[src/frc_pkg.sv]
// Shared constants, opcodes and types for the flash register command handler
package frc_pkg;

    // Core clock
    localparam int CLK_PERIOD_NS = 50;

    // Self-timed write durations (status_write_time, nonvolatile_config_write_time)
    localparam int STATUS_WRITE_TIME_NS           = 1000000;
    localparam int NONVOLATILE_CONFIG_WRITE_TIME_NS = 2000000;
    localparam int STATUS_WRITE_CYCLES =
        (STATUS_WRITE_TIME_NS + CLK_PERIOD_NS - 1) / CLK_PERIOD_NS;
    localparam int NVCR_WRITE_CYCLES =
        (NONVOLATILE_CONFIG_WRITE_TIME_NS + CLK_PERIOD_NS - 1) / CLK_PERIOD_NS;
    localparam int TMR_W = 24;

    // Opcodes
    localparam logic [7:0] OP_WREN  = 8'h06;
    localparam logic [7:0] OP_WRDI  = 8'h04;
    localparam logic [7:0] OP_CLFS  = 8'h50;
    localparam logic [7:0] OP_RDSR  = 8'h05;
    localparam logic [7:0] OP_RDFS  = 8'h70;
    localparam logic [7:0] OP_RDNV  = 8'hb5;
    localparam logic [7:0] OP_RDVC  = 8'h85;
    localparam logic [7:0] OP_RDEV  = 8'h65;
    localparam logic [7:0] OP_RDEA  = 8'hc8;
    localparam logic [7:0] OP_WRSR  = 8'h01;
    localparam logic [7:0] OP_WRNV  = 8'hb1;
    localparam logic [7:0] OP_WRVC  = 8'h81;
    localparam logic [7:0] OP_WREV  = 8'h61;
    localparam logic [7:0] OP_WREA  = 8'hc5;

    // Bit counts within a frame
    localparam logic [4:0] OPC_BITS   = 5'h08;
    localparam logic [4:0] BYTE1_BITS = 5'h10;
    localparam logic [4:0] BYTE2_BITS = 5'h18;

    // Bit positions
    localparam int SR_WIP_BIT   = 0;
    localparam int SR_WEL_BIT   = 1;
    localparam int SR_SRWD_BIT  = 7;
    localparam int FS_PROT_BIT  = 1;
    localparam int FS_PROG_BIT  = 4;
    localparam int FS_ERASE_BIT = 5;
    localparam int FS_READY_BIT = 7;

    // Reset values and reserved masks
    localparam logic [5:0]  SR_RESET       = 6'h00;
    localparam logic [7:0]  FLAG_RESET     = 8'h00;
    localparam logic [15:0] NVCR_RESET     = 16'hffff;
    localparam logic [7:0]  VCR_RESET      = 8'h00;
    localparam logic [7:0]  EVCR_RESET     = 8'h00;
    localparam logic [7:0]  EAR_RESET      = 8'h00;
    localparam logic [15:0] NVCR_RSVD_MASK = 16'h0010;
    localparam logic [7:0]  VCR_RSVD_MASK  = 8'h04;
    localparam logic [7:0]  EVCR_RSVD_MASK = 8'h08;
    localparam logic [7:0]  EAR_RSVD_MASK  = 8'h00;

    typedef enum logic [1:0] {
        FRC_EXT  = 2'b00,
        FRC_DUAL = 2'b01,
        FRC_QUAD = 2'b10
    } frc_proto_t;

    typedef enum logic [2:0] {
        FRC_IDLE    = 3'b000,
        FRC_OPC     = 3'b001,
        FRC_WDATA   = 3'b010,
        FRC_RDATA   = 3'b011,
        FRC_ARMED   = 3'b100,
        FRC_DISCARD = 3'b101
    } frc_fsm_t;

    typedef struct packed {
        logic [7:0]  status;
        logic [7:0]  flag;
        logic [15:0] nvcr;
        logic [7:0]  vcr;
        logic [7:0]  evcr;
        logic [7:0]  ear;
    } frc_regs_t;

    typedef struct packed {
        frc_fsm_t    fsm;
        logic [7:0]  cmd;
        logic [23:0] rx;
        logic [4:0]  ibit;
        logic [7:0]  ob;
        logic [2:0]  obit;
        logic [1:0]  bidx;
        logic [3:0]  dq_out;
        logic [3:0]  dq_oe;
        logic        sck_prev;
        logic        wel;
        logic        wip;
        logic [5:0]  status;
        logic [7:0]  flag;
        logic [15:0] nvcr;
        logic [7:0]  vcr;
        logic [7:0]  evcr;
        logic [7:0]  ear;
        logic        pend_nv;
        logic        pend_ok;
        logic [15:0] pend_dat;
        logic        tmr_start;
    } frc_state_t;

endpackage

[src/frc_sync.sv]
// Two-flop synchroniser for pin inputs
`timescale 1ns/1ps
module frc_sync #(
    parameter int W = 1
) (
    input  wire logic         core_clk,
    input  wire logic         rst_n,
    input  wire logic [W-1:0] din,
    output logic      [W-1:0] dout
);
    typedef struct packed {
        logic [W-1:0] s2;
        logic [W-1:0] s1;
    } frc_sync_st_t;

    frc_sync_st_t st_q;
    frc_sync_st_t st_d;

    always_comb
    begin
        st_d.s1 = din;
        st_d.s2 = st_q.s1;
    end

    always_ff @(posedge core_clk or negedge rst_n)
    begin
        if (!rst_n)
            st_q <= '0;
        else
            st_q <= st_d;
    end

    assign dout = st_q.s2;
endmodule // frc_sync

[src/frc_timer.sv]
// Down counter for self-timed register writes
`timescale 1ns/1ps
module frc_timer
    import frc_pkg::*;
(
    input  wire logic             core_clk,
    input  wire logic             rst_n,
    input  wire logic             start,
    input  wire logic [TMR_W-1:0] load,
    output logic                  done
);
    typedef struct packed {
        logic [TMR_W-1:0] cnt;
        logic             run;
        logic             done;
    } frc_tmr_st_t;

    frc_tmr_st_t st_q;
    frc_tmr_st_t st_d;

    always_comb
    begin
        st_d      = st_q;
        st_d.done = 1'b0;
        if (start)
        begin
            st_d.cnt = load;
            st_d.run = 1'b1;
        end
        else if (st_q.run)
        begin
            // Never shorter than one cycle, even for a zero load
            if (st_q.cnt <= 1)
            begin
                st_d.run  = 1'b0;
                st_d.done = 1'b1;
            end
            else
                st_d.cnt = st_q.cnt - 1'b1;
        end
    end

    always_ff @(posedge core_clk or negedge rst_n)
    begin
        if (!rst_n)
            st_q <= '0;
        else
            st_q <= st_d;
    end

    assign done = st_q.done;
endmodule // frc_timer

[src/frc_cmd.sv]
// Register command handler: write latch, register reads and writes over SPI lanes
// How it works
// RULE1 - Host raises select right after opcode
// RULE2 - Opcode on one, two or four lanes
// RULE3 - Extra clocks after enable/disable discard command
// RULE4 - Opcode 06h sets write latch
// RULE5 - Opcode 04h clears latch unless protection error
// RULE6 - Protection error keeps latch; clear-flag clears both
// RULE7 - Extended reads out on lane 1
// RULE8 - Read ends whenever select rises
// RULE9 - Status and flag reads always served
// RULE10 - Config read 16 bits, then zeros
// RULE11 - Config read low byte first
// RULE12 - Other register reads repeat one byte
// RULE13 - Host sets write latch before writes
// RULE14 - Host raises select after last data bit
// RULE15 - Late select rise drops write, latch kept
// RULE16 - Status and nonvolatile config writes are self-timed
// RULE17 - Status write touches bits 7:2 only
// RULE18 - Protect bit with pin gives hardware lock
// RULE19 - Busy during timed write; end clears both
// RULE20 - Volatile writes immediate, reserved bits kept
// RULE21 - Host sends config payload low byte first
// RULE22 - Protected target sets flags 1,4, keeps latch
// RULE23 - Clear-flag resets error flag bits
// RULE24 - Sample MSB first on rise, ignore unknowns
`timescale 1ns/1ps
module frc_cmd
    import frc_pkg::*;
#(
    parameter int TW_CYCLES    = STATUS_WRITE_CYCLES,
    parameter int NONVOLATILE_CONFIG_WRITE_TIME_CYCLES = NVCR_WRITE_CYCLES
) (
    input  wire logic       core_clk,
    input  wire logic       rst_n,
    input  wire logic       sck,
    input  wire logic       cs_n,
    input  wire logic [3:0] dq_in,
    input  wire logic       wp_n,
    input  wire frc_proto_t proto_sel,
    input  wire logic       array_busy,
    input  wire logic       prog_fail_evt,
    input  wire logic       erase_fail_evt,
    input  wire logic       prot_fail_evt,
    output logic      [3:0] dq_out,
    output logic      [3:0] dq_oe,
    output logic            wel,
    output logic            wip,
    output frc_regs_t       regs
);
    frc_state_t st_q;
    frc_state_t st_d;
    logic [6:0] pins_s;
    logic       sck_s;
    logic       cs_n_s;
    logic       cs_s;
    logic [3:0] dq_s;
    logic       wp_n_s;
    logic       tmr_done;
    logic       sck_rise;
    logic       sck_fall;
    logic       exec;
    logic [7:0] rd_byte;
    logic [7:0] sr_view;
    logic [7:0] fs_view;
    logic [15:0] nv_view;

    frc_sync #(.W(7)) u_sync (
        .core_clk (core_clk),
        .rst_n    (rst_n),
        .din      ({wp_n, dq_in, !cs_n, sck}),
        .dout     (pins_s)
    );
    // Select synced as active high so reset reads as deselected
    assign {wp_n_s, dq_s, cs_s, sck_s} = pins_s;
    assign cs_n_s = !cs_s;

    frc_timer u_timer (
        .core_clk (core_clk),
        .rst_n    (rst_n),
        .start    (st_q.tmr_start),
        .load     (st_q.pend_nv ? TMR_W'(NONVOLATILE_CONFIG_WRITE_TIME_CYCLES) : TMR_W'(TW_CYCLES)),
        .done     (tmr_done)
    );

    function automatic logic [2:0] lane_width(frc_proto_t p);
        case (p)
            FRC_DUAL: lane_width = 3'h2;
            FRC_QUAD: lane_width = 3'h4;
            default:  lane_width = 3'h1;
        endcase
    endfunction

    // Masked update keeps reserved bits
    function automatic logic [7:0] keep_rsvd(logic [7:0] old_v, logic [7:0] new_v, logic [7:0] m);
        keep_rsvd = (new_v & ~m) | (old_v & m);
    endfunction

    assign sck_rise = sck_s && !st_q.sck_prev;
    assign sck_fall = !sck_s && st_q.sck_prev;
    assign exec     = (st_q.fsm == FRC_ARMED) && cs_n_s;

    // RULE9 - live status view
    assign sr_view = {st_q.status, st_q.wel, st_q.wip};
    assign fs_view = {!(st_q.wip || array_busy), st_q.flag[6:0]};
    // RULE10 - reserved read high
    assign nv_view = st_q.nvcr | NVCR_RSVD_MASK;

    always_comb
    begin
        case (st_q.cmd)
            OP_RDSR: rd_byte = sr_view;
            OP_RDFS: rd_byte = fs_view;
            // RULE11 - low byte first
            OP_RDNV: rd_byte = (st_q.bidx == 2'h0) ? nv_view[7:0] :
                               (st_q.bidx == 2'h1) ? nv_view[15:8] : 8'h00;
            // RULE12 - same byte repeats
            OP_RDVC: rd_byte = st_q.vcr;
            OP_RDEV: rd_byte = st_q.evcr;
            OP_RDEA: rd_byte = st_q.ear;
            default: rd_byte = 8'h00;
        endcase
    end

    always_comb
    begin
        logic [23:0] rx_n;
        logic [4:0]  ib_n;
        logic [7:0]  bv;
        logic [2:0]  ob_n;
        rx_n = '0;
        ib_n = '0;
        bv   = '0;
        ob_n = '0;
        st_d           = st_q;
        st_d.sck_prev  = sck_s;
        st_d.tmr_start = 1'b0;

        // RULE2 - lanes per protocol
        // RULE24 - MSB first on rising edge
        case (proto_sel)
            FRC_DUAL: rx_n = {st_q.rx[21:0], dq_s[1:0]};
            FRC_QUAD: rx_n = {st_q.rx[19:0], dq_s};
            default:  rx_n = {st_q.rx[22:0], dq_s[0]};
        endcase
        ib_n = st_q.ibit + {2'b00, lane_width(proto_sel)};

        if (st_q.fsm == FRC_IDLE)
        begin
            if (!cs_n_s)
            begin
                st_d.fsm  = FRC_OPC;
                st_d.ibit = '0;
                st_d.rx   = '0;
            end
        end
        else if (cs_n_s)
        begin
            // RULE8 - select rise ends any frame
            st_d.fsm    = FRC_IDLE;
            st_d.dq_oe  = 4'h0;
            st_d.dq_out = 4'h0;
            if (exec)
            begin
                case (st_q.cmd)
                    // RULE4 - set latch
                    OP_WREN: st_d.wel = 1'b1;
                    // RULE5 - clear latch unless error
                    // RULE6 - error pending keeps latch
                    OP_WRDI: st_d.wel = st_q.flag[FS_PROT_BIT];
                    // RULE23 - clear error flags
                    OP_CLFS:
                    begin
                        st_d.flag[FS_PROT_BIT]  = 1'b0;
                        st_d.flag[FS_PROG_BIT]  = 1'b0;
                        st_d.flag[FS_ERASE_BIT] = 1'b0;
                        st_d.wel                = 1'b0;
                    end
                    // RULE16 - start timed write
                    // RULE19 - busy while timed
                    OP_WRSR:
                    begin
                        st_d.wip       = 1'b1;
                        st_d.pend_nv   = 1'b0;
                        st_d.pend_dat  = {8'h00, st_q.rx[7:0]};
                        // RULE18 - protect bit with pin
                        st_d.pend_ok   = !(st_q.status[SR_SRWD_BIT-2] && !wp_n_s);
                        st_d.tmr_start = 1'b1;
                    end
                    // RULE21 - low byte arrived first
                    OP_WRNV:
                    begin
                        st_d.wip       = 1'b1;
                        st_d.pend_nv   = 1'b1;
                        st_d.pend_dat  = {st_q.rx[7:0], st_q.rx[15:8]};
                        st_d.pend_ok   = 1'b1;
                        st_d.tmr_start = 1'b1;
                    end
                    // RULE20 - immediate, reserved kept
                    OP_WRVC:
                    begin
                        st_d.vcr = keep_rsvd(st_q.vcr, st_q.rx[7:0], VCR_RSVD_MASK);
                        st_d.wel = 1'b0;
                    end
                    OP_WREV:
                    begin
                        st_d.evcr = keep_rsvd(st_q.evcr, st_q.rx[7:0], EVCR_RSVD_MASK);
                        st_d.wel  = 1'b0;
                    end
                    OP_WREA:
                    begin
                        st_d.ear = keep_rsvd(st_q.ear, st_q.rx[7:0], EAR_RSVD_MASK);
                        st_d.wel = 1'b0;
                    end
                    default: st_d.wel = st_q.wel;
                endcase
            end
        end
        else
        begin
            case (st_q.fsm)
                FRC_OPC:
                begin
                    if (sck_rise)
                    begin
                        st_d.rx   = rx_n;
                        st_d.ibit = ib_n;
                        if (ib_n == OPC_BITS)
                        begin
                            st_d.cmd  = rx_n[7:0];
                            st_d.bidx = '0;
                            st_d.obit = '0;
                            case (rx_n[7:0])
                                OP_WREN, OP_WRDI, OP_CLFS: st_d.fsm = FRC_ARMED;
                                OP_RDSR, OP_RDFS, OP_RDNV,
                                OP_RDVC, OP_RDEV, OP_RDEA:  st_d.fsm = FRC_RDATA;
                                OP_WRSR, OP_WRNV, OP_WRVC, OP_WREV, OP_WREA:
                                    // RULE13 - latch must already be set
                                    st_d.fsm = (st_q.wel && !st_q.wip) ? FRC_WDATA : FRC_DISCARD;
                                // RULE24 - unknown opcode ignored
                                default: st_d.fsm = FRC_DISCARD;
                            endcase
                        end
                    end
                end
                FRC_WDATA:
                begin
                    if (sck_rise)
                    begin
                        st_d.rx   = rx_n;
                        st_d.ibit = ib_n;
                        // RULE14 - arm after final data bit
                        if (ib_n == ((st_q.cmd == OP_WRNV) ? BYTE2_BITS : BYTE1_BITS))
                            st_d.fsm = FRC_ARMED;
                    end
                end
                FRC_ARMED:
                begin
                    // RULE3 - clocks past opcode discard
                    // RULE15 - clocks past data discard
                    if (sck_rise)
                        st_d.fsm = FRC_DISCARD;
                end
                FRC_RDATA:
                begin
                    // Data changes on falling edges for the host's rising sample
                    if (sck_fall)
                    begin
                        bv   = (st_q.obit == 3'h0) ? rd_byte : st_q.ob;
                        ob_n = st_q.obit + lane_width(proto_sel);
                        // RULE7 - lane choice per protocol
                        case (proto_sel)
                            FRC_DUAL:
                            begin
                                st_d.dq_out = {2'b00, bv[7:6]};
                                st_d.dq_oe  = 4'h3;
                                st_d.ob     = {bv[5:0], 2'b00};
                            end
                            FRC_QUAD:
                            begin
                                st_d.dq_out = bv[7:4];
                                st_d.dq_oe  = 4'hf;
                                st_d.ob     = {bv[3:0], 4'h0};
                            end
                            default:
                            begin
                                st_d.dq_out = {2'b00, bv[7], 1'b0};
                                st_d.dq_oe  = 4'h2;
                                st_d.ob     = {bv[6:0], 1'b0};
                            end
                        endcase
                        st_d.obit = ob_n;
                        if (ob_n == 3'h0 && st_q.bidx != 2'h2)
                            st_d.bidx = st_q.bidx + 2'h1;
                    end
                end
                default: st_d.fsm = st_q.fsm;
            endcase
        end

        // RULE19 - end clears busy and latch
        if (tmr_done)
        begin
            st_d.wip = 1'b0;
            // A same-cycle write enable must not be lost
            if (!(exec && st_q.cmd == OP_WREN))
                st_d.wel = 1'b0;
            if (st_q.pend_ok)
            begin
                if (st_q.pend_nv)
                    st_d.nvcr = st_q.pend_dat;
                else
                    // RULE17 - only bits 7:2 stored
                    st_d.status = st_q.pend_dat[7:2];
            end
        end

        // Array events last so a set beats a same-cycle clear
        if (prog_fail_evt)
            st_d.flag[FS_PROG_BIT] = 1'b1;
        if (erase_fail_evt)
            st_d.flag[FS_ERASE_BIT] = 1'b1;
        // RULE22 - protection error flags and latch
        if (prot_fail_evt)
        begin
            st_d.flag[FS_PROT_BIT] = 1'b1;
            st_d.flag[FS_PROG_BIT] = 1'b1;
            st_d.wel               = 1'b1;
        end
    end

    always_ff @(posedge core_clk or negedge rst_n)
    begin
        if (!rst_n)
        begin
            st_q        <= '0;
            st_q.fsm    <= FRC_IDLE;
            st_q.status <= SR_RESET;
            st_q.flag   <= FLAG_RESET;
            st_q.nvcr   <= NVCR_RESET;
            st_q.vcr    <= VCR_RESET;
            st_q.evcr   <= EVCR_RESET;
            st_q.ear    <= EAR_RESET;
        end
        else
            st_q <= st_d;
    end

    assign dq_out      = st_q.dq_out;
    assign dq_oe       = st_q.dq_oe;
    assign wel         = st_q.wel;
    assign wip         = st_q.wip;
    assign regs.status = {st_q.status, st_q.wel, st_q.wip};
    assign regs.flag   = st_q.flag;
    assign regs.nvcr   = st_q.nvcr;
    assign regs.vcr    = st_q.vcr;
    assign regs.evcr   = st_q.evcr;
    assign regs.ear    = st_q.ear;

    logic quiet;
    assign quiet = !prog_fail_evt && !erase_fail_evt && !prot_fail_evt && !tmr_done;
endmodule // frc_cmd

[config.mk]
export PLATFORM = sky130hd
export DESIGN_NAME = frc_cmd
export DESIGN_NICKNAME = d
export VERILOG_FILES = /design/src/frc_pkg.sv /design/src/frc_sync.sv /design/src/frc_timer.sv /design/src/frc_cmd.sv
export SDC_FILE = /design/constraint.sdc
export NUM_CORES = 1
export LEC_CHECK = 0
export ABC_AREA = 1
export BUFFER_PORTS_ARGS = -buffer_cell sky130_fd_sc_hd__clkbuf_2
export CAP_MARGIN = 15
export CORE_MARGIN = 2
export CORE_UTILIZATION = 54
export CTS_CLUSTER_DIAMETER = 200
export DETAILED_ROUTE_END_ITERATION = 12
export PLACE_DENSITY = 0.76
export RECOVER_POWER = 25
export SYNTH_ARGS = -nofsm -noshare
export SYNTH_HDL_FRONTEND = slang
export SYNTH_SLANG_ARGS = --single-unit
[constraint.sdc]
create_clock -name core_clk -period 2.25 [get_ports core_clk]
set_clock_uncertainty 0.1 [all_clocks]
set_input_delay 0.225 -clock core_clk [delete_from_list [all_inputs] [get_ports core_clk]]
set_output_delay 0.225 -clock core_clk [all_outputs]
set_load 0.02 [all_outputs]
==> metrics.cfg, run 1 <==
[floorplan]
fp.dieH_um=131
rows=46
design.core.area_um2=15800
dieArea_um2=17100
ios=81
initial_core_util_pct=54.9
die_x_um=131

[yosys]
synth_warnings=0
synth_common_cells=nand2_1 (253), dfrtp_1 (144), inv_1 (124)
synth_edf_count=0
synth_cell_types=50
avgSynthCellArea_um2=8.10
synthFlopType=dfrtp_1
yosysSeqAreaShare_pct=46.3
synthMuxAreaShare_pct=0
synth_top_area_share_pct=41.5
synth_cells=1072
synth_xor_area_share_pct=0.807
ys_ff_latch=160
synth_simple_gate_area_share_pct=24.4
ys_async_sr_fraction_pct=100
synth_most_common_cell=nand2_1
synth_top_family_by_area=simple AND/OR/NAND/NOR gates
synthAdderAreaFrac_pct=2.19
synth_area_um2=8680
synth-compound-area-share_pct=13.4
netlist_top_cells_area=dfrtp_1 (42%), nand2_1 (11%), buf_4 (5.7%)
yosysTopAreaCell=dfrtp_1

[grt]
overflow=0
grt_pass1_vias=6964
grt_max_degree=65
grt_pass1_wl_um=34700
grt_antenna_before_repair=0
grt.total_usage_pct=26.1

[timing]
min_period_ns=2.23
slew_viol_final=0
tightest_slew_ns=0.875
holdWs_ns=0.249
fin_crit_sh_pct=99.3
finalSetupViolations=0
fmax_ghz=0.448
slew_headroom_pct=41.7
setup_tns_ns=0
hold_viol_final=0
rsz0062_at_grt=yes

[critical_path]
worstSetupPathType=reg2reg
crit_path_end_kind=flop
crit_top_cell=nand2_2
crit_required_ns=2.52
crit_slowest_cell=dfrtp_1
path_cells=ha_4 > fa_2 > inv_2 > nand3_2 > nand2_2 > nand3_4 > nor2_4 > nand2_2 > nand2_2 > nand3_2 > nand2_2 > nand2_2 > nor2_2 > nand3_1 > nand2_1
max_stage_delay_ns=0.41
worstPathMaxFanout=3
start_kind=flop
worst_ep_arrival_time_ns=2.50

[detailed_routing]
drt_iter0_drc=690
wl_per_cell_um=15.8
vias_per_cell=5.44
routed_wl_um=21500
drc=0
ant_nets=0
drt_first_pass_iters=5
num_vias=7408

[cts]
cts-htree-levels=4
root_buffer=clkbuf_16
clockBufferDepth=2
cts_sinks=160
clk_pin_slew_ns=0.06
numCtsBuffers=17
cts_tree=built
clk-insertion-delay-late_ns=0.43

[pwr]
p_int_mw=5.09
comb_power_share_pct=15.9
p_seq_share_pct=42.8
p_leak_nw=4.79
power.switching_mw=2.08
sw_frac_of_total_pct=29.1
ir_drop_v=0.000579
pwr-share-clk_pct=41.4
powerDensity_nw_per_um2=729

[status]
status=completed

[cells_and_area]
area_growth_pct=13.3
drive_gt1_share_pct=20.4
n_antenna_cell=0
stdcell_count=1362
nets=1162

[flow_run]
maxCapViolCount=0

[placed_design]
portBuffers=73
dp_hpwl_um=15600
dp_cells=1316
routabilityCongestion=0.964

[min_path]
worst_hold_path_type=reg2reg

## critical path: cells and delay by family (launching register included)
| family | cells | cell delay [ns] |
|---|---|---|
| flops | 1 | 0.41 |
| fa+ha+maj | 2 | 0.57 |
| buf+inv | 1 | 0.08 |
| simple gates | 12 | 1.02 |
## state kept, by name, indices dropped and copies added (netlist names)
name,flops
dq_oe,3
u_sync.st_d,7
dq_out,4
regs,47
wel,1
st_q,64
u_timer.done,1
u_timer.st_q,25
u_sync.dout,7
wip,1
## power by group through the flow
stage / Combinational [mW] / Sequential (mW) / Clock, mW
global placement: 1.05 / 3.11 / 0
global route: 1.26 / 3.08 / 3.14
CTS: 1.09 / 3.06 / 3.00
finish: 1.14 / 3.07 / 2.97
detailed placement: 1.07 / 3.11 / 0
floorplan: 0.693 / 3.09 / 0
## what timing repair did
action	in CTS	in global routing
hold endpoints to repair	67	0
hold buffers	11	0
endpoints found under the setup margin	0	12
gates resized for setup	0	13
buffers inserted	0	3
## cell families after synthesis
logic type | after synthesis
compound gates | 194
xor+xnor | 8
fa+ha+maj | 14
buf+inv | 225
flops | 160
other cells | 1
simple gates | 470
## layout make-up
| class | count | area (um2) |
|---|---|---|
| fillers | 1315 | 5990 |
| flip-flops and latches | 160 | 4020 |
| clock inverters | 12 | 145 |
| multi-input cells | 693 | 3630 |
| inverters | 135 | 507 |
| clock buffers | 20 | 467 |
| repair buffers | 126 | 791 |
| well taps | 216 | 270 |
## cell usage in the layout, fill, tap and decap left out, types with 11 or more instances in the layout
cell / count
nand2_1: 251
o21ai_0: 76
dlygate4sd3_1: 11
nor3_1: 12
inv_1: 123
clkbuf_2: 73
dfstp_2: 16
dfrtp_1: 144
o22ai_1: 36
clkbuf_16: 17
nand3_1: 59
inv_2: 12
a221oi_1: 13
buf_4: 41
nand2_2: 17
nor2_1: 76
a21oi_1: 30
nand4_1: 15
## final timing paths
path,from,endpoint,slack (ns),cells past startpoint
max,st_q[97],st_q[136],0.02,15
min in group asynchronous,rst_n,u_timer.st_q[5],0.34,2
max reg2reg,st_q[97],st_q[136],0.02,15
min reg2reg,u_sync.st_d[8],u_sync.dout[1],0.25,0
max in group asynchronous,rst_n,regs[3],0.32,3
min,u_sync.st_d[8],u_sync.dout[1],0.25,0
## per-layer routing
layer  up-vias  GRT usage (%)  share of wire (%)
li1       3563              -                  -
met1      3473           35.3                 44
met2       306           40.1                 45
met3        66           5.05                6.0
met4         0           13.6                4.2
met5         -              0                  0
## stage by stage
step	cell area (um2)	total power, mW	worst slack, ns	utilization [%]
floorplan	8720	3.78	0.0247	-
global placement	9070	4.17	-0.107	57.3
detailed placement	9070	4.18	-0.155	57.3
CTS	9790	7.15	0.0724	61.9
global route	9840	7.48	-0.145	62.1
finish	9840	7.17	0.0158	62.1
(Power assumes the default switching activity.)
==> run 2, diff against run 1 <==
ABC_AREA = default   (was 1)
==> metrics.cfg, run 2 <==
[status]
status=finished, violations left
violations=negative setup slack

[yosys]
synth-compound-area-share_pct=17.2
synth_top_family_by_area=compound AO/OA/AOI/OAI gates
netlist_top_cells_area=dfrtp_1 (41%), mux2_2 (6.9%), buf_4 (5.5%)
synth_simple_gate_area_share_pct=16.0
synthFlopType=dfrtp_1
avgSynthCellArea_um2=10.1
synth_area_um2=8690
synthMuxAreaShare_pct=7.32
yosysSeqAreaShare_pct=46.3
yosysTopAreaCell=dfrtp_1
synth_warnings=0
ys_async_sr_fraction_pct=100
synth_top_area_share_pct=41.4
synth_edf_count=0
synthAdderAreaFrac_pct=2.19
synth_most_common_cell=dfrtp_1
synth_cells=863
ys_ff_latch=160
synth_xor_area_share_pct=2.37
synth_cell_types=78
synth_common_cells=dfrtp_1 (144), nand2_1 (75), buf_4 (64)

[pwr]
power.switching_mw=2.37
pwr-share-clk_pct=36.5
p_leak_nw=5.15
sw_frac_of_total_pct=30.9
p_seq_share_pct=40.6
p_int_mw=5.29
comb_power_share_pct=22.9
powerDensity_nw_per_um2=681
ir_drop_v=0.000578

[detailed_routing]
vias_per_cell=5.92
drt_iter0_drc=476
wl_per_cell_um=19.1
ant_nets=0
num_vias=7410
drt_first_pass_iters=5
drc=0
routed_wl_um=23800

[critical_path]
worstPathMaxFanout=4
endpoint=st_q[135]
critPathTopFamily=compound AO/OA/AOI/OAI gates
crit_path_end_kind=flop
worst_ep_arrival_time_ns=3.16
path_cells=ha_4 > fa_2 > or2_4 > or4_4 > o311a_1 > o21ba_4 > a211o_1 > a21oi_2
crit_slowest_cell=or4_4
start_kind=flop
worstSetupPathType=reg2reg
r2r.worst_path.cells=8
critPathLaunch=st_q[97]
crit_buf_inv=0
cp.depth=8
crit_required_ns=2.51
rrSetupSlack_ns=-0.65
r2r_start=st_q[97]
max_stage_delay_ns=0.48
r2r-end=st_q[135]

[cells_and_area]
top_register=st_q
largest_reg_flops=64
n_antenna_cell=0
multi_input_area_um2=4530
layout_commonest_cell=buf_4
fin_area_um2=11300
final_cell_mix=buf_4 (150), dfrtp_1 (140), nand2_1 (75)
drive_gt1_share_pct=42.9
regArea_um2=4030
nets=1051
stdcell_count=1251
area_growth_pct=29.5
fillerInstances=1085

[timing]
tightest_slew_ns=1.20
rsz0062_at_grt=yes
fin_crit_sh_pct=129
finalSetupViolations=27
min_period_ns=2.90
fin_ws_ns=-0.647
slew_viol_final=0
slew_headroom_pct=20.0
fmax_ghz=0.345
hold_viol_final=0

[flow_run]
maxCapViolCount=0

[placed_design]
dp_cells=1193
dp_slack_ns=-0.916
dp_hpwl_um=16300
routabilityCongestion=0.976
placed_cell_area_um2=10000
portBuffers=73

[cts]
numCtsBuffers=17
cts-htree-levels=4
cts_sinks=160
clk_pin_slew_ns=0.07
cts_tree=built
clk-insertion-delay-late_ns=0.44
root_buffer=clkbuf_16
clockBufferDepth=2

[floorplan]
initial_core_util_pct=54.9
die_x_um=131
design.core.area_um2=15800
fp.dieH_um=131
dieArea_um2=17100
ios=81
rows=46

[grt]
grt_pass1_wl_um=36500
grt_max_degree=52
grt.total_usage_pct=27.9
overflow=0
grt_antenna_before_repair=0
grt_pass1_vias=7191

[min_path]
worst_hold_path_type=reg2reg
holdPathStages=0

run 2: cell types whose count changed in the layout (fill, tap and decap cells not counted), sizes merged, moves of 12 or more:
cell,previous run,this run
mux2,0,53
inv,140,24
nand3,70,6
nor2b,0,15
a22oi,7,31
nor2,92,59
buf,41,164
a22o,0,35
o21ai,83,52
nor4,3,15
nand2,269,75
o22ai,36,2
run 2: cell type report:
type,count,share of cell area [%]
clock buffer,19,4.02
clock inverter,13,1.02
inverter,15,0.545
multi-input combinational,579,40.3
sequential,160,35.8
tap,216,2.40
timing repair buffer,249,16.0
run 2: power groups by stage:
stage / Combinational, mW / Clock [mW] / Sequential (mW)
global placement: 1.52 / 0 / 3.14
floorplan: 0.876 / 0 / 3.09
detailed placement: 1.54 / 0 / 3.15
global route: 1.90 / 2.96 / 3.12
CTS: 1.65 / 2.83 / 3.10
finish: 1.76 / 2.80 / 3.11
run 2: how the worst min path moves through the flow:
stage / end / start
floorplan: dq_oe[0] / rst_n
global placement: u_sync.dout[6] / rst_n
detailed placement: st_q[16] / rst_n
CTS: u_sync.dout[6] / rst_n
global route: u_sync.dout[3] / u_sync.st_d[10]
finish: u_sync.dout[4] / u_sync.st_d[11]
run 2: cells by family (layout without fill, tap and decap cells):
family | after synthesis | count (layout)
AND/OR/NAND/NOR | 267 | 267
buffers and inverters | 130 | 296
flip-flops | 160 | 160
adder cells (fa/ha/maj) | 14 | 14
AO/OA/AOI/OAI | 212 | 212
multiplexers | 57 | 57
other | 1 | 7
XOR/XNOR | 22 | 22
run 2: routing by layer:
metal	GRT usage, %	wire [um]	up-vias	part of all wire, %
met5	0	0	-	0
met4	10.5	698	0	2.9
met3	6.39	1580	64	6.6
met2	47.0	11900	292	50
met1	35.3	9610	3659	40
li1	-	-	3395	-
run 2: what timing repair did:
action                                  in CTS  in global routing
endpoints found under the setup margin      43                 49
setup buffers                                5                 11
hold buffers                                11                  0
resized for setup                           43                 70
pin swaps                                   23                 28
hold endpoints to repair                    57                  0
run 2: stage by stage:
step           utilization [%]  setup TNS, ns  total power, mW  hold WS (ns)
6_report                  71.1          -9.67             7.66         0.249
3_3_place_gp              63.3         -14.42             4.67        0.0873
4_1_cts                   69.0          -8.68             7.58         0.224
5_1_grt                   71.1         -14.15             7.97         0.256
2_1_floorplan                -          -8.57             3.97        -0.171
3_5_place_dp              63.3         -15.49             4.69        0.0891
